### src/rtl/optcfg_pkg.sv
package optcfg_pkg;

   // Option word layout.
   localparam int OPT_W = 16;
   localparam int BYTE_W = 8;
   localparam logic [15:0] OPT_DEFAULT = 16'h0000;
   localparam int BIT_STOP_WD = 9;
   localparam int BIT_LVD = 8;
   localparam int BIT_PROTECT = 7;
   localparam int BIT_OSC_RC = 6;
   localparam int BIT_CLEAR5 = 5;
   localparam int BIT_SET4 = 4;
   localparam int BIT_NMI_PULL = 3;
   localparam int BIT_TIMER_PIN_PULLUP_EN = 2;
   localparam int BIT_HW_WDG = 1;
   localparam int BIT_OSG = 0;
   // High byte bits 15:10 must stay clear.
   localparam logic [7:0] MSB_CLEAR_MASK = 8'hFC;

   // Programmer port map.
   localparam int PORT_AW = 2;
   localparam logic [1:0] PORT_LSB = 2'h0;
   localparam logic [1:0] PORT_MSB = 2'h1;
   localparam logic [1:0] PORT_STATUS = 2'h2;
   localparam int STAT_MODE = 0;
   localparam int STAT_BURN_LSB = 1;
   localparam int STAT_BURN_MSB = 2;
   localparam int STAT_FMT_ERR = 3;
   localparam int STAT_MASKED = 4;

   // Programming level on the supply pin, in millivolts.
   localparam int VPP_PROG_MV = 12500;

   // Program space map.
   localparam int PADDR_W = 12;
   localparam logic [11:0] USER_START_SMALL = 12'hBA0;
   localparam logic [11:0] USER_START_MID = 12'h880;
   localparam logic [11:0] USER_START_LARGE = 12'h080;
   localparam logic [11:0] USER_END = 12'hF9F;
   localparam logic [11:0] IRQ_VEC_START = 12'hFF0;
   localparam logic [11:0] IRQ_VEC_END = 12'hFF7;
   localparam logic [11:0] NMI_VEC_START = 12'hFFC;
   localparam logic [11:0] NMI_VEC_END = 12'hFFD;
   localparam logic [11:0] RST_VEC_START = 12'hFFE;
   localparam int VARIANT_SMALL = 0;
   localparam int VARIANT_MID = 1;
   localparam int VARIANT_LARGE = 2;

   typedef enum logic [2:0] {
      REGION_RESERVED,
      REGION_USER,
      REGION_IRQ_VEC,
      REGION_NMI_VEC,
      REGION_RESET_VEC
   } region_t;

   typedef enum logic [1:0] {
      LOAD_CFG,
      RUN_CFG,
      PROG_CFG
   } cfg_state_t;

endpackage : optcfg_pkg

### src/rtl/opt_store_if.sv
interface opt_store_if;
   logic wr_lsb;
   logic wr_msb;
   logic [7:0] wr_data;
   logic [15:0] stored;
   logic [1:0] burned;

   modport store (input wr_lsb, input wr_msb, input wr_data, output stored, output burned);
   modport ctrl (output wr_lsb, output wr_msb, output wr_data, input stored, input burned);
endinterface : opt_store_if

### src/rtl/option_fuse_store.sv
module option_fuse_store #(
   parameter bit MASKED = 1'b0,
   parameter logic [15:0] MASK_CODE = 16'h0010
) (
   // Clock and reset.
   input wire logic clock_in,
   input wire logic reset_n_in,
   // Store side.
   opt_store_if.store st
);

   // A byte takes one write only; later writes leave it untouched.
   always_ff @(posedge clock_in or negedge reset_n_in)
   begin
      if (!reset_n_in)
      begin
         st.stored <= MASKED ? MASK_CODE : optcfg_pkg::OPT_DEFAULT;
         st.burned <= MASKED ? 2'h3 : 2'h0;
      end
      else
      begin
         if (st.wr_lsb && !st.burned[0])
         begin
            st.stored[7:0] <= st.wr_data;
            st.burned[0] <= 1'b1;
         end
         if (st.wr_msb && !st.burned[1])
         begin
            st.stored[15:8] <= st.wr_data;
            st.burned[1] <= 1'b1;
         end
      end
   end

   a_byte_once:
   assert property (@(posedge clock_in) disable iff (!reset_n_in)
      st.burned[0] |=> $stable(st.stored[7:0]) && st.burned[0])
   else $error("programmed low option byte changed");

   a_fresh_default:
   assert property (@(posedge clock_in) disable iff (!reset_n_in)
      (!MASKED && !st.burned[1]) |-> st.stored[15:8] == 8'h00)
   else $error("unprogrammed high option byte not zero");

endmodule : option_fuse_store

### src/rtl/option_byte_config.sv
module option_byte_config #(
   parameter int MEM_VARIANT = optcfg_pkg::VARIANT_LARGE,
   parameter bit MASKED = 1'b0,
   parameter logic [15:0] MASK_CODE = 16'h0010
) (
   // Clock and reset.
   input wire logic clock_in,
   input wire logic reset_n_in,
   // Pins.
   input wire logic vpp_high_in,
   input wire logic nmi_pin_in,
   // Programmer port.
   input wire logic [1:0] prog_addr_in,
   input wire logic [7:0] prog_wdata_in,
   input wire logic prog_wr_in,
   input wire logic prog_rd_in,
   output logic [7:0] prog_rdata_out,
   // Core side.
   input wire logic watchdog_active_in,
   input wire logic [11:0] cpu_prog_addr_in,
   output logic [2:0] prog_region_out,
   output logic stop_permit_out,
   output logic prog_mode_out,
   // Configuration.
   output logic stop_with_watchdog_ctrl_out,
   output logic low_voltage_detect_en_out,
   output logic readout_protect_out,
   output logic osc_rc_sel_out,
   output logic nmi_pin_pullup_en_out,
   output logic timer_pin_pullup_en_out,
   output logic hardware_watchdog_sel_out,
   output logic osc_safeguard_en_out
);

   localparam logic [11:0] USER_START =
      (MEM_VARIANT == optcfg_pkg::VARIANT_SMALL) ? optcfg_pkg::USER_START_SMALL :
      (MEM_VARIANT == optcfg_pkg::VARIANT_MID) ? optcfg_pkg::USER_START_MID :
      optcfg_pkg::USER_START_LARGE;

   opt_store_if st_if ();

   logic [2:0] vpp_sync;
   logic [2:0] nmi_sync;
   logic prog_mode;
   logic nmi_level;
   logic fmt_err;
   logic [15:0] cfg;
   optcfg_pkg::cfg_state_t state;
   optcfg_pkg::cfg_state_t next_state;

   option_fuse_store #(
      .MASKED(MASKED),
      .MASK_CODE(MASK_CODE)
   ) u_store (
      .clock_in(clock_in),
      .reset_n_in(reset_n_in),
      .st(st_if.store)
   );

   // Pins pass three flops; a level counts once the last two agree.
   always_ff @(posedge clock_in or negedge reset_n_in)
   begin
      if (!reset_n_in)
      begin
         vpp_sync <= 3'h0;
         nmi_sync <= 3'h0;
         prog_mode <= 1'b0;
         nmi_level <= 1'b0;
      end
      else
      begin
         vpp_sync <= {vpp_sync[1:0], vpp_high_in};
         nmi_sync <= {nmi_sync[1:0], nmi_pin_in};
         if (vpp_sync[1] == vpp_sync[2])
         begin
            prog_mode <= vpp_sync[2];
         end
         if (nmi_sync[1] == nmi_sync[2])
         begin
            nmi_level <= nmi_sync[2];
         end
      end
   end

   // Write decode.
   wire sel_lsb = prog_addr_in == optcfg_pkg::PORT_LSB;
   wire sel_msb = prog_addr_in == optcfg_pkg::PORT_MSB;
   wire sel_stat = prog_addr_in == optcfg_pkg::PORT_STATUS;
   wire wr_ok = prog_wr_in && prog_mode && !MASKED;
   wire lsb_fmt_ok = !prog_wdata_in[optcfg_pkg::BIT_CLEAR5]
      && prog_wdata_in[optcfg_pkg::BIT_SET4];
   wire msb_fmt_ok = (prog_wdata_in & optcfg_pkg::MSB_CLEAR_MASK) == 8'h00;
   wire bad_fmt = wr_ok && ((sel_lsb && !lsb_fmt_ok) || (sel_msb && !msb_fmt_ok));

   assign st_if.wr_lsb = wr_ok && sel_lsb && lsb_fmt_ok;
   assign st_if.wr_msb = wr_ok && sel_msb && msb_fmt_ok;
   assign st_if.wr_data = prog_wdata_in;

   // Read decode: nothing is visible outside programming mode.
   wire [7:0] status_word = {3'h0, MASKED, fmt_err, st_if.burned, prog_mode};
   wire [7:0] opt_word = MASKED ? 8'h00 :
      (sel_lsb ? st_if.stored[7:0] : st_if.stored[15:8]);
   wire [7:0] next_rdata = !(prog_rd_in && prog_mode) ? 8'h00 :
      (sel_stat ? status_word : ((sel_lsb || sel_msb) ? opt_word : 8'h00));

   // Program space decode.
   wire in_user = cpu_prog_addr_in >= USER_START && cpu_prog_addr_in <= optcfg_pkg::USER_END;
   wire in_irq = cpu_prog_addr_in >= optcfg_pkg::IRQ_VEC_START
      && cpu_prog_addr_in <= optcfg_pkg::IRQ_VEC_END;
   wire in_nmi = cpu_prog_addr_in >= optcfg_pkg::NMI_VEC_START
      && cpu_prog_addr_in <= optcfg_pkg::NMI_VEC_END;
   wire in_rst = cpu_prog_addr_in >= optcfg_pkg::RST_VEC_START;
   wire [2:0] next_region =
      in_user ? 3'(optcfg_pkg::REGION_USER) :
      in_irq ? 3'(optcfg_pkg::REGION_IRQ_VEC) :
      in_nmi ? 3'(optcfg_pkg::REGION_NMI_VEC) :
      in_rst ? 3'(optcfg_pkg::REGION_RESET_VEC) :
      3'(optcfg_pkg::REGION_RESERVED);

   // Stop is refused with the watchdog running unless the option and NMI allow it.
   wire next_stop_permit = !watchdog_active_in
      || (cfg[optcfg_pkg::BIT_STOP_WD] && nmi_level);

   // Settings load once after reset and again on leaving programming mode.
   always_comb
   begin
      case (state)
         optcfg_pkg::LOAD_CFG: next_state = prog_mode ? optcfg_pkg::PROG_CFG
            : optcfg_pkg::RUN_CFG;
         optcfg_pkg::RUN_CFG: next_state = prog_mode ? optcfg_pkg::PROG_CFG
            : optcfg_pkg::RUN_CFG;
         optcfg_pkg::PROG_CFG: next_state = prog_mode ? optcfg_pkg::PROG_CFG
            : optcfg_pkg::LOAD_CFG;
         default: next_state = optcfg_pkg::LOAD_CFG;
      endcase
   end

   always_ff @(posedge clock_in or negedge reset_n_in)
   begin
      if (!reset_n_in)
      begin
         state <= optcfg_pkg::LOAD_CFG;
         cfg <= optcfg_pkg::OPT_DEFAULT;
      end
      else
      begin
         state <= next_state;
         if (state == optcfg_pkg::LOAD_CFG)
         begin
            cfg <= st_if.stored;
         end
      end
   end

   always_ff @(posedge clock_in or negedge reset_n_in)
   begin
      if (!reset_n_in)
      begin
         prog_rdata_out <= 8'h00;
         prog_region_out <= 3'(optcfg_pkg::REGION_RESERVED);
         stop_permit_out <= 1'b0;
         fmt_err <= 1'b0;
      end
      else
      begin
         prog_rdata_out <= next_rdata;
         prog_region_out <= next_region;
         stop_permit_out <= next_stop_permit;
         fmt_err <= fmt_err || bad_fmt;
      end
   end

   assign prog_mode_out = prog_mode;
   assign stop_with_watchdog_ctrl_out = cfg[optcfg_pkg::BIT_STOP_WD];
   assign low_voltage_detect_en_out = cfg[optcfg_pkg::BIT_LVD];
   assign readout_protect_out = cfg[optcfg_pkg::BIT_PROTECT];
   assign osc_rc_sel_out = cfg[optcfg_pkg::BIT_OSC_RC];
   assign nmi_pin_pullup_en_out = cfg[optcfg_pkg::BIT_NMI_PULL];
   assign timer_pin_pullup_en_out = cfg[optcfg_pkg::BIT_TIMER_PIN_PULLUP_EN];
   assign hardware_watchdog_sel_out = cfg[optcfg_pkg::BIT_HW_WDG];
   assign osc_safeguard_en_out = cfg[optcfg_pkg::BIT_OSG];

   // The filtered mode flag lags the pin by four edges, so writes are tied to the flag alone.
   a_write_needs_vpp:
   assert property (@(posedge clock_in) disable iff (!reset_n_in)
      (st_if.wr_lsb || st_if.wr_msb) |-> prog_mode)
   else $error("option write outside programming mode");

   a_mode_follows_pin:
   assert property (@(posedge clock_in) disable iff (!reset_n_in)
      $rose(prog_mode)
      |-> $past(vpp_sync[2]) && $past(vpp_sync[1]))
   else $error("programming mode entered without the supply level");

   a_no_read_run:
   assert property (@(posedge clock_in) disable iff (!reset_n_in)
      !prog_mode |=> prog_rdata_out == 8'h00)
   else $error("option data visible outside programming mode");

   a_masked_hidden:
   assert property (@(posedge clock_in) disable iff (!reset_n_in)
      (MASKED && prog_rd_in && !sel_stat) |=> prog_rdata_out == 8'h00)
   else $error("mask part returned option byte");

   a_format_refused:
   assert property (@(posedge clock_in) disable iff (!reset_n_in)
      bad_fmt |=> fmt_err && $stable(st_if.stored))
   else $error("malformed option write not refused");

   a_stop_permit:
   assert property (@(posedge clock_in) disable iff (!reset_n_in)
      (watchdog_active_in && !cfg[optcfg_pkg::BIT_STOP_WD]) |=> !stop_permit_out)
   else $error("stop permitted with watchdog active");

   a_cfg_stable:
   assert property (@(posedge clock_in) disable iff (!reset_n_in)
      (state == optcfg_pkg::RUN_CFG) ##1 (state == optcfg_pkg::RUN_CFG) |-> $stable(cfg))
   else $error("configuration changed while running");

   a_reset_vector:
   assert property (@(posedge clock_in) disable iff (!reset_n_in)
      cpu_prog_addr_in == 12'hFFF |=> prog_region_out == 3'(optcfg_pkg::REGION_RESET_VEC))
   else $error("reset vector not decoded");

   a_user_bounds:
   assert property (@(posedge clock_in) disable iff (!reset_n_in)
      (cpu_prog_addr_in < USER_START || cpu_prog_addr_in == 12'hFA0)
      |=> prog_region_out == 3'(optcfg_pkg::REGION_RESERVED))
   else $error("reserved address decoded as used");

   a_high_byte_once:
   assert property (@(posedge clock_in) disable iff (!reset_n_in)
      st_if.burned[1]
      |=> $stable(st_if.stored[15:8]) && st_if.burned[1])
   else $error("programmed high option byte changed");

   a_mask_store_fixed:
   assert property (@(posedge clock_in) disable iff (!reset_n_in)
      MASKED
      |=> $stable(st_if.stored))
   else $error("mask part option code changed");

   a_fmt_sticky:
   assert property (@(posedge clock_in) disable iff (!reset_n_in)
      fmt_err
      |=> fmt_err)
   else $error("format error flag cleared while running");

   a_rdata_idle:
   assert property (@(posedge clock_in) disable iff (!reset_n_in)
      !prog_rd_in
      |=> prog_rdata_out == 8'h00)
   else $error("read data shown without a read strobe");

   a_cfg_loaded:
   assert property (@(posedge clock_in) disable iff (!reset_n_in)
      state == optcfg_pkg::LOAD_CFG
      |=> cfg == $past(st_if.stored))
   else $error("configuration not loaded from the option store");

   a_stop_granted:
   assert property (@(posedge clock_in) disable iff (!reset_n_in)
      (!watchdog_active_in || (cfg[optcfg_pkg::BIT_STOP_WD] && nmi_level))
      |=> stop_permit_out)
   else $error("stop refused although allowed");

   a_irq_vectors:
   assert property (@(posedge clock_in) disable iff (!reset_n_in)
      (cpu_prog_addr_in >= optcfg_pkg::IRQ_VEC_START && cpu_prog_addr_in <= optcfg_pkg::IRQ_VEC_END)
      |=> prog_region_out == 3'(optcfg_pkg::REGION_IRQ_VEC))
   else $error("interrupt vector not decoded");

   a_nmi_vector:
   assert property (@(posedge clock_in) disable iff (!reset_n_in)
      (cpu_prog_addr_in >= optcfg_pkg::NMI_VEC_START && cpu_prog_addr_in <= optcfg_pkg::NMI_VEC_END)
      |=> prog_region_out == 3'(optcfg_pkg::REGION_NMI_VEC))
   else $error("nmi vector not decoded");

   a_vec_reserved:
   assert property (@(posedge clock_in) disable iff (!reset_n_in)
      ((cpu_prog_addr_in > optcfg_pkg::USER_END && cpu_prog_addr_in < optcfg_pkg::IRQ_VEC_START)
      || (cpu_prog_addr_in > optcfg_pkg::IRQ_VEC_END && cpu_prog_addr_in < optcfg_pkg::NMI_VEC_START))
      |=> prog_region_out == 3'(optcfg_pkg::REGION_RESERVED))
   else $error("reserved vector area decoded as used");

   a_user_region:
   assert property (@(posedge clock_in) disable iff (!reset_n_in)
      (cpu_prog_addr_in >= USER_START && cpu_prog_addr_in <= optcfg_pkg::USER_END)
      |=> prog_region_out == 3'(optcfg_pkg::REGION_USER))
   else $error("user memory not decoded");

endmodule : option_byte_config

### config.mk
export PLATFORM = sky130hd
export DESIGN_NAME = option_byte_config
export DESIGN_NICKNAME = d
export VERILOG_FILES = /design/src/rtl/optcfg_pkg.sv /design/src/rtl/opt_store_if.sv /design/src/rtl/option_fuse_store.sv /design/src/rtl/option_byte_config.sv
export SDC_FILE = /design/constraint.sdc
export NUM_CORES = 1
export LEC_CHECK = 0
export BUFFER_PORTS_ARGS = -buffer_cell sky130_fd_sc_hd__buf_2
export CORE_MARGIN = 3
export CORE_UTILIZATION = 35
export CTS_CLUSTER_SIZE = 20
export DETAILED_ROUTE_END_ITERATION = 6
export PLACE_DENSITY_LB_ADDON = 0.12
export SLEW_MARGIN = 20
export SYNTH_ARGS = -nofsm -noshare
export SYNTH_HDL_FRONTEND = slang
export SYNTH_HIERARCHICAL = 1
export SYNTH_SLANG_ARGS = --single-unit
export TNS_END_PERCENT = 1
### constraint.sdc
create_clock -name clock_in -period 3.4 [get_ports clock_in]
set_input_delay 0.17 -clock clock_in [delete_from_list [all_inputs] [get_ports clock_in]]
set_output_delay 0.17 -clock clock_in [all_outputs]
set_load 0.005 [all_outputs]
# Word level (Yosys, flattened, before mapping)

Index checks and enable logic that the tools add are counted.

Input bits: 29
Memories: 0
Logic and storage cells: 68
Register bits: 51
RAM bits: 0
Latch bits: 0
Bits in read-only memories: 0
Output and inout port bits: 21

Shift operators: 0
Mux-type cells: 11
Divide/modulo/power cells: 0
Equal/unequal tests: 6
Bitwise logic cells: 0
$add $sub $neg: 0
$mul: 0
Reductions and logical operators: 30
$lt $le $gt $ge: 7

Operators with widths:

| kind                   | count |
|---|---|
| $ge A12 B12 Y1 const B | 3 |
| $le A12 B12 Y1 const B | 3 |
| $mux W8                | 4 |
| $logic_and A1 B1 Y1    | 16 |
| $ge A12 B8 Y1 const B  | 1 |
| $mux W3                | 4 |
| $logic_not A8 Y1       | 1 |
| $logic_not A1 Y1       | 6 |
| $eq A2 B1 Y1 const B   | 2 |
| $eq A2 B2 Y1 const B   | 2 |
| $logic_not A2 Y1       | 2 |
| $logic_or A1 B1 Y1     | 4 |
| $mux W2                | 2 |
| $pmux W2 S2            | 1 |
| $eq A1 B1 Y1           | 2 |
| $reduce_or A2 Y1       | 1 |

# Logic depth before layout (Yosys ltp)

Gate-level depths: netlist of run 1.

Depth in word-level cells: 7
Gate-level depth with buffers: 6
Depth with buffers taken out: 5

# By module

Netlist of run 1, hierarchy kept.

By module, submodules not included:

| module             | area an instance (um^2) | cells each | times used |
|---|---|---|---|
| option_byte_config | 1,204.9                 | 96         | 1 |
| option_fuse_store  | 720.7                   | 40         | 1 |

# Least setup slack after synthesis of run 1

Ideal clock, no wire load.

Path kind: input port to flip-flop
From: in prog_wdata_in[3]
To: reg u_store.st.stored[11]
Stages on the path: 5
Arrival time: 1.889 ns
Slack: 1.385 ns
Buffers on the path: 0
Library setup time: 0.125 ns
Cell sequence: or4_1 or3_1 nor3_1 and2b_4 mux2_4

Word-level cells in the longest chain between the ends: 3

RTL lines:

| item                   | RTL line                 | text |
|---|---|---|
| from (decl)            | option_byte_config.sv:14 | `input wire logic [7:0] prog_wdata_in,` |
| $logic_not A8 Y1       | option_byte_config.sv:92 | `wire msb_fmt_ok = (prog_wdata_in & optcfg_pkg::MSB_CLEAR_MASK) == 8'h00;` |
| $logic_and A1 B1 Y1    | option_byte_config.sv:96 | `assign st_if.wr_msb = wr_ok && sel_msb && msb_fmt_ok;` |
| named net st_if.wr_msb | opt_store_if.sv:3        | `logic wr_msb;` |
| $logic_and A1 B1 Y1    | option_fuse_store.sv:27  | `if (st.wr_msb && !st.burned[1])` |
| to (signal assigned)   | option_fuse_store.sv:17  | `st.stored <= MASKED ? MASK_CODE : optcfg_pkg::OPT_DEFAULT;` |
| to (signal assigned)   | option_fuse_store.sv:29  | `st.stored[15:8] <= st.wr_data;` |
| to (decl)              | opt_store_if.sv:8        | `modport store (input wr_lsb, input wr_msb, input wr_data, output stored, output burned);` |

The timed path passes the listed nets, and every way through them passes these cells.
A chain may end at the register's enable or synchronous reset.

# Final worst setup path of run 1

From: reg prog_mode (netlist: prog_mode_out)
To: reg u_store.st.stored[1]

Word-level cells in the longest chain between the ends: 4

RTL lines:

| item                              | RTL line                 | text |
|---|---|---|
| from (decl)                       | option_byte_config.sv:44 | `logic prog_mode;` |
| from (signal assigned)            | option_byte_config.sv:76 | `prog_mode <= vpp_sync[2];` |
| $logic_and A1 B1 Y1               | option_byte_config.sv:89 | `wire wr_ok = prog_wr_in && prog_mode && !MASKED;` |
| $logic_and A1 B1 Y1 (2 in series) | option_byte_config.sv:95 | `assign st_if.wr_lsb = wr_ok && sel_lsb && lsb_fmt_ok;` |
| named net st_if.wr_lsb            | opt_store_if.sv:2        | `logic wr_lsb;` |
| $logic_and A1 B1 Y1               | option_fuse_store.sv:22  | `if (st.wr_lsb && !st.burned[0])` |
| to (signal assigned)              | option_fuse_store.sv:17  |  |
| to (signal assigned)              | option_fuse_store.sv:24  | `st.stored[7:0] <= st.wr_data;` |

The timed path passes the listed nets, and every way through them passes these cells.

==> results of run 1 <==
==> power by group through the flow <==
stage	clock [uW]	combinational (uW)	sequential [uW]
detailed placement	0	169	694
floorplan	0	89.3	689
CTS	333	172	683
global placement	0	165	691
finish	325	169	682
global route	357	189	691
==> how the worst max path moves through the flow <==
stage / endpoint / slack, ns / cells after the start
4_1_cts: u_store/st.stored[1]$_DFFE_PN0P_ / 1.34 / 4
5_1_grt: u_store/st.stored[2]$_DFFE_PN0P_ / 1.24 / 4
3_3_place_gp: u_store/st.stored[14]$_DFFE_PN0P_ / 1.18 / 6
2_1_floorplan: u_store/st.stored[11]$_DFFE_PN0P_ / 1.39 / 5
3_5_place_dp: u_store/st.stored[14]$_DFFE_PN0P_ / 1.16 / 6
6_report: u_store/st.stored[1]$_DFFE_PN0P_ / 1.36 / 4
==> registers in the layout, indices dropped and copies added (netlist names) <==
signal and flops:
prog_region_out 3, cfg 8, prog_mode_out 1, stop_permit_out 1, nmi_level 1, state 2, prog_rdata_out 8, vpp_sync 3
u_store/st.stored 16, nmi_sync 3, fmt_err 1, u_store/st.burned 2
==> cell families (layout without fill, tap and decap cells) <==
| logic type | after synthesis | after routing | share of synthesized area [%] |
|---|---|---|---|
| AO/OA/AOI/OAI | 10 | 10 | 3.18 |
| flip-flops | 49 | 49 | 63.7 |
| adder cells (fa/ha/maj) | 2 | 2 | 1.04 |
| buffers and inverters | 5 | 62 | 1.04 |
| multiplexers | 31 | 31 | 19.4 |
| AND/OR/NAND/NOR | 39 | 39 | 11.6 |
==> through the flow <==
stage	worst slack [ns]	utilization [%]	hold slack (ns)	cell area, um^2	instances
after floorplan	1.39	-	-0.126	1930	136
after global placement	1.18	43.1	0.281	2240	252
after CTS	1.34	45.0	0.0138	2340	262
final	1.36	45.3	0.0143	2360	263
after global routing	1.24	45.3	0.0211	2360	263
after detailed placement	1.16	43.1	0.279	2240	252
==> layout by cell type, fill, tap and decap left out, types with 3 or more instances in the layout <==
master	synthesis	final
inv_1	3	3
buf_2	1	47
nand2_1	9	9
mux2_4	8	8
mux2_2	11	11
a21oi_1	5	5
dfrtp_1	49	49
dlygate4sd3_1	0	3
nor2_1	9	9
clkbuf_1	1	3
mux2_1	8	8
clkbuf_8	0	5
mux2i_1	4	4
==> final cells by class <==
type	instances	share of cell area, %
multi-input cells	82	28.8
clock buffers	8	3.40
repair buffers	51	11.6
inverters	3	0.478
well taps	70	3.72
flip-flops and latches	49	52.0
==> metal layers <==
layer | vias to the layer above | part of all wire (%)
li1 | 586 | -
met1 | 588 | 46
met2 | 42 | 45
met3 | 6 | 6.9
met4 | 0 | 1.6
met5 | - | 0
==> results by group, run 1 <==
Cells and area
  • Final net count: 221
  • Share of layout cells above drive strength 1: 39.9%
  • Seq. cell area: 0.00123 mm^2
  • Area occupied by multi-input gates: 679 um^2
  • Ant diodes: 0
  • Synth-to-Final Area Change: 22.4%
  • Filler Cells Inserted: 504

Power
  • Comb power frac: 14.3%
  • PwrDens: 498 mW/mm^2
  • Sw Share: 24.3%
  • Static Leak: 0.00118 uW
  • Int Pwr: 890 uW
  • Clk pwr share: 27.6%
  • Sequential group share of total power: 58.0%
  • Worst VDD drop: 0.000273 V
  • P_sw: 285 uW
  • Overall Power: 1180 uW

Floorplanning
  • Die area: 0.00643 mm^2
  • Die width: 80.2 um
  • Initial Utilization: 37.0%
  • Die Y: 80.2 um
  • Core area: 0.00520 mm^2
  • Row cnt: 26
  • Top Ports: 50

Global route
  • Pin count of the biggest net entering global routing: 50
  • First-pass GRT wire length: 6.10 mm
  • Met1 GRT Util: 16.8%
  • Met3 usage: 4.60%
  • Initial antenna violation count: 0
  • M2 GR Usage: 18.4%
  • Gr ovfl total: 0
  • Layer with the highest usage: met2
  • Vias in the first global route: 1,275
  • Total GRT Usage: 12.6%

STA
  • # setup viols final: 0
  • Relative slew slack: 49.2%
  • Setup tns final: 0 ns
  • Worst-margin pin slew: 0.759 ns
  • Final min period: 2.04 ns
  • RSZ-0062 raised after global routing: no
  • Slew Viols, Final: 0
  • Fin crit share: 60.1%
  • Clk_skew: 0.00370 ns
  • Fmax: 490 MHz
  • Final Hold Viols: 0

Worst setup path
  • Crit-path slowest cell: nor4b_1
  • Buf/Inv on CP: 0
  • Worst reg2reg path endpoint: u_store/st.stored[1]$_DFFE_PN0P_
  • Critical R2R Launch: prog_mode_out$_DFFE_PN0N_
  • Worst setup SP type: flip-flop
  • Kind of critical path: reg -> reg
  • CP arrival: 2.23 ns
  • R2R depth: 4
  • Top Family by Delay on Critical Path: simple AND/OR/NAND/NOR gates
  • Crit. End Element: flip-flop
  • Worst Setup SP: prog_mode_out$_DFFE_PN0N_
  • R2r setup slk: 1.36 ns
  • CP required: 3.59 ns
  • Crit-path max cell delay: 0.67 ns
  • CP max FO: 6
  • CP Cell Sequence: nand3b_1 > nor4b_1 > and2b_4 > mux2_4

Drt
  • Pre-antenna DRT Iters: 4
  • Post-route DRC: 0
  • Via count: 1,222
  • Starting DRT DRC Count: 52
  • Routed wire per std cell: 14.0 um
  • Routed WL: 3.68 mm
  • Antenna-violating nets left: 0
  • Vias/cell: 4.65

Clocking
  • Reg clk slew, reported paths: 0.08 ns
  • Clk Latency, worst-skew pair: 0.30 ns
  • CTS tree: built
  • # Post-CTS Setup Buffers: 0
  • # clock sinks: 49
  • Clock root buffer: clkbuf_8
  • Clock buffers created by TritonCTS: 5
  • Htree depth: 2
  • Max Root-Sink Buffers: 2
  • Cts repair resizes: 0
  • # hold bufs at CTS: 2

Synthesis
  • Ys flop type: dfrtp_1
  • Top cells by count, synth: dfrtp_1 (49), mux2_2 (11), nand2_1 (9), nor2_1 (9)
  • Post-Syn Nets: 165
  • Largest cells by area after synthesis: dfrtp_1 (64%), mux2_2 (6.4%), mux2_4 (6.2%), mux2_1 (4.7%), mux2i_1 (2.1%)
  • FFs w/ async S/R, synth: 100%
  • Mapped Cells: 136
  • Share of the synthesized area in the top cell type: 63.7%
  • Count of cell types in the netlist: 30
  • FF+latch count, synth: 49
  • Post-synth EDFFs: 0
  • Sequential fraction of the synthesis area: 63.7%
  • Syn avg cell area: 14.2 um^2
  • Leading area contributor after synthesis: dfrtp_1
  • Most common cell in the netlist: dfrtp_1
  • Mapped Area: 0.00193 mm^2
  • Ys Warns: 6

Min path
  • Hold path endpoint: stop_permit_out$_DFF_PN0_
  • Min-Delay Path Class: in -> reg
  • Hold depth: 2
  • Worst hold path startpoint: watchdog_active_in

Placement
  • HPWL after DPL: 2.73 mm
  • I/O Buffers: 48
  • RePlAce Congestion: 0.826

Flow run
  • Max cap viols: 0

Status
  • Status: completed
No activity file was read; power rests on OpenSTA's default activity.
==> run 2: changes to the inputs <==
==> constraint.sdc (replaced) <==
create_clock -name clock_in -period 2.1 [get_ports clock_in]
set_input_delay 0.105 -clock clock_in [delete_from_list [all_inputs] [get_ports clock_in]]
set_output_delay 0.105 -clock clock_in [all_outputs]
set_load 0.005 [all_outputs]
==> results by group, run 2 (synthesized netlist as in run 1, its figures left out) <==
Cells and area
  • Top flop regs: u_store/st.stored: 16 flops, cfg: 8 flops, prog_rdata_out: 8 flops (unchanged)
  • Ant diodes: 0 (unchanged)
  • Util after Layout: 46.9% (was 45.3%)
  • Top reg by flops: u_store/st.stored (unchanged)
  • Final net count: 229 (was 221)
  • Filler Cells Inserted: 498 (was 504)
  • Commonest non-fill, non-tap cell in the layout: dfrtp_1 (unchanged)
  • Final Non-Filler Cells: 271 (was 263)
  • Seq. cell area: 0.00123 mm^2 (unchanged)
  • Share of layout cells above drive strength 1: 42.8% (was 39.9%)
  • Fin area: 0.00244 mm^2 (was 0.00236 mm^2)
  • Most frequent cells in the layout: dfrtp_1 (49), buf_2 (48), mux2_2 (11) (was dfrtp_1 (49), buf_2 (47), mux2_2 (11))
  • Max reg flops: 16 (unchanged)
  • Area occupied by multi-input gates: 679 um^2 (unchanged)
  • Synth-to-Final Area Change: 26.8% (was 22.4%)

Drt
  • Routed wire per std cell: 14.2 um (was 14.0 um)
  • Met1 WL: 1.71 mm (about the same)
  • Metal3 WL: 282 um (was 253 um)
  • Post-route DRC: 0 (unchanged)
  • Vias/cell: 4.64 (was 4.65)
  • Met2 WL: 1.79 mm (was 1.66 mm)
  • Starting DRT DRC Count: 43 (was 52)
  • Antenna-violating nets left: 0 (unchanged)
  • Pre-antenna DRT Iters: 4 (unchanged)
  • Routed WL: 3.84 mm (was 3.68 mm)
  • Max layer used: met4 (unchanged)
  • Via count: 1,258 (was 1,222)

Floorplanning
  • Initial Utilization: 37.0% (unchanged)
  • Top Ports: 50 (unchanged)
  • Die area: 0.00643 mm^2 (unchanged)
  • Row cnt: 26 (unchanged)
  • Core area: 0.00520 mm^2 (unchanged)
  • Die width: 80.2 um (unchanged)
  • Die Y: 80.2 um (unchanged)

Worst setup path
  • Critical R2R Launch: prog_mode_out$_DFFE_PN0N_ (unchanged)
  • R2R depth: 4 (unchanged)
  • Worst reg2reg path endpoint: u_store/st.stored[1]$_DFFE_PN0P_ (unchanged)
  • Kind of critical path: reg -> reg (unchanged)
  • Crit. End Element: flip-flop (unchanged)
  • CP max FO: 6 (unchanged)
  • R2r setup slk: 0.39 ns (was 1.36 ns)
  • Worst setup SP type: flip-flop (unchanged)
  • CP arrival: 1.90 ns (was 2.23 ns)
  • Worst Setup SP: prog_mode_out$_DFFE_PN0N_ (unchanged)
  • CP required: 2.29 ns (was 3.59 ns)

Power
  • Static Leak: 0.00123 uW (was 0.00118 uW)
  • P_sw: 476 uW (was 285 uW)
  • Worst VDD drop: 0.000471 V (was 0.000273 V)
  • Sw Share: 24.0% (was 24.3%)
  • Comb power frac: 14.4% (was 14.3%)
  • Clk pwr share: 30.0% (was 27.6%)
  • Int Pwr: 1510 uW (was 890 uW)
  • PwrDens: 814 mW/mm^2 (was 498 mW/mm^2)
  • Sequential group share of total power: 55.6% (was 58.0%)

Clocking
  • Clk Latency, worst-skew pair: 0.30 ns (about the same)
  • # Post-CTS Setup Buffers: 0 (unchanged)
  • Reg clk slew, reported paths: 0.08 ns (about the same)
  • # hold bufs at CTS: 5 (was 2)
  • Clock root buffer: clkbuf_8 (unchanged)
  • Htree depth: 2 (unchanged)
  • Max Root-Sink Buffers: 2 (unchanged)
  • CTS tree: built (unchanged)
  • # clock sinks: 49 (unchanged)
  • Clock buffers created by TritonCTS: 5 (unchanged)
  • Cts repair resizes: 0 (unchanged)

STA
  • Worst-margin pin slew: 0.371 ns (was 0.759 ns)
  • Setup tns final: 0 ns (unchanged)
  • Clk_skew: 0.00718 ns (was 0.00370 ns)
  • Setup ws final: 0.393 ns (was 1.36 ns)
  • Slew Viols, Final: 0 (unchanged)
  • # setup viols final: 0 (unchanged)
  • Fmax: 586 MHz (was 490 MHz)
  • Fin crit share: 81.3% (was 60.1%)
  • Final Hold Viols: 0 (unchanged)
  • RSZ-0062 raised after global routing: no (unchanged)
  • Relative slew slack: 75.0% (was 49.2%)
  • Final min period: 1.71 ns (was 2.04 ns)

Global route
  • Initial antenna violation count: 0 (unchanged)
  • Vias in the first global route: 1,331 (was 1,275)
  • Pin count of the biggest net entering global routing: 24 (was 50)
  • Gr ovfl total: 0 (unchanged)
  • Total GRT Usage: 13.3% (was 12.6%)
  • First-pass GRT wire length: 6.50 mm (was 6.10 mm)

Placement
  • Placed cell area: 0.00229 mm^2 (was 0.00224 mm^2)
  • Post-placement setup slack: 0.156 ns (was 1.16 ns)
  • Inst Count DP: 258 (was 252)
  • RePlAce Congestion: 0.789 (was 0.826)
  • HPWL after DPL: 2.95 mm (was 2.73 mm)
  • I/O Buffers: 48 (unchanged)

Min path
  • Hold depth: 2 (unchanged)
  • Min-Delay Path Class: in -> reg (unchanged)
  • Worst hold path startpoint: prog_wdata_in[1] (was watchdog_active_in)
  • Hold path endpoint: u_store/st.stored[9]$_DFFE_PN0P_ (was stop_permit_out$_DFF_PN0_)

Status
  • Status: completed (unchanged)

Flow run
  • Max cap viols: 0 (unchanged)
==> run 2: cell types whose count changed in the layout (fill, tap and decap cells not counted), sizes merged <==
| cell | delta |
|---|---|
| buf | +6 |
| dlygate4sd3 | +2 |
| clkbuf | -1 |
| clkinv | +1 |
==> run 2: layout make-up <==
type	instances	area share, %
Clock inverter	1	0.205
Inverter	3	0.461
Multi-Input combinational cell	82	27.8
Clock buffer	7	3.95
Sequential cell	49	50.2
Tap cell	70	3.59
Timing Repair Buffer	59	13.7
==> run 2: critical path, cell delays in order (launching register included) <==
cell	delay (ns)
dfrtp_1	0.44
nand3b_1	0.19
nor4b_1	0.38
and2b_4	0.28
mux2_4	0.31
==> run 2: stage by stage <==
| stage | hold WS [ns] | total power, uW |
|---|---|---|
| after detailed placement | 0.0156 | 1410 |
| after global routing | 0.0266 | 2100 |
| after CTS | 0.0299 | 2020 |
| final | 0.0319 | 1990 |
| after floorplan | -0.191 | 1260 |
| after global placement | 0.00500 | 1400 |
==> run 2: how the worst max path moves through the flow <==
stage,to,slack [ns]
after floorplan,u_store/st.stored[11]$_DFFE_PN0P_,0.15
after global placement,u_store/st.stored[8]$_DFFE_PN0P_,0.16
after detailed placement,u_store/st.stored[15]$_DFFE_PN0P_,0.16
after CTS,u_store/st.stored[1]$_DFFE_PN0P_,0.35
after global routing,u_store/st.stored[4]$_DFFE_PN0P_,0.18
final,u_store/st.stored[1]$_DFFE_PN0P_,0.39
==> run 2: routing by layer <==
| metal | GRT usage [%] | vias to the layer above |
|---|---|---|
| met2 | 20.3 | 42 |
| met1 | 18.2 | 613 |
| li1 | - | 597 |
| met3 | 4.04 | 6 |
| met4 | 4.05 | 0 |
| met5 | 0 | - |
==> run 2: power by group through the flow <==
stage,combinational (uW),clock [uW],sequential [uW]
2_1_floorplan,145,0,1120
4_1_cts,294,616,1110
5_1_grt,321,656,1120
3_5_place_dp,285,0,1130
6_report,287,597,1100
3_3_place_gp,278,0,1120
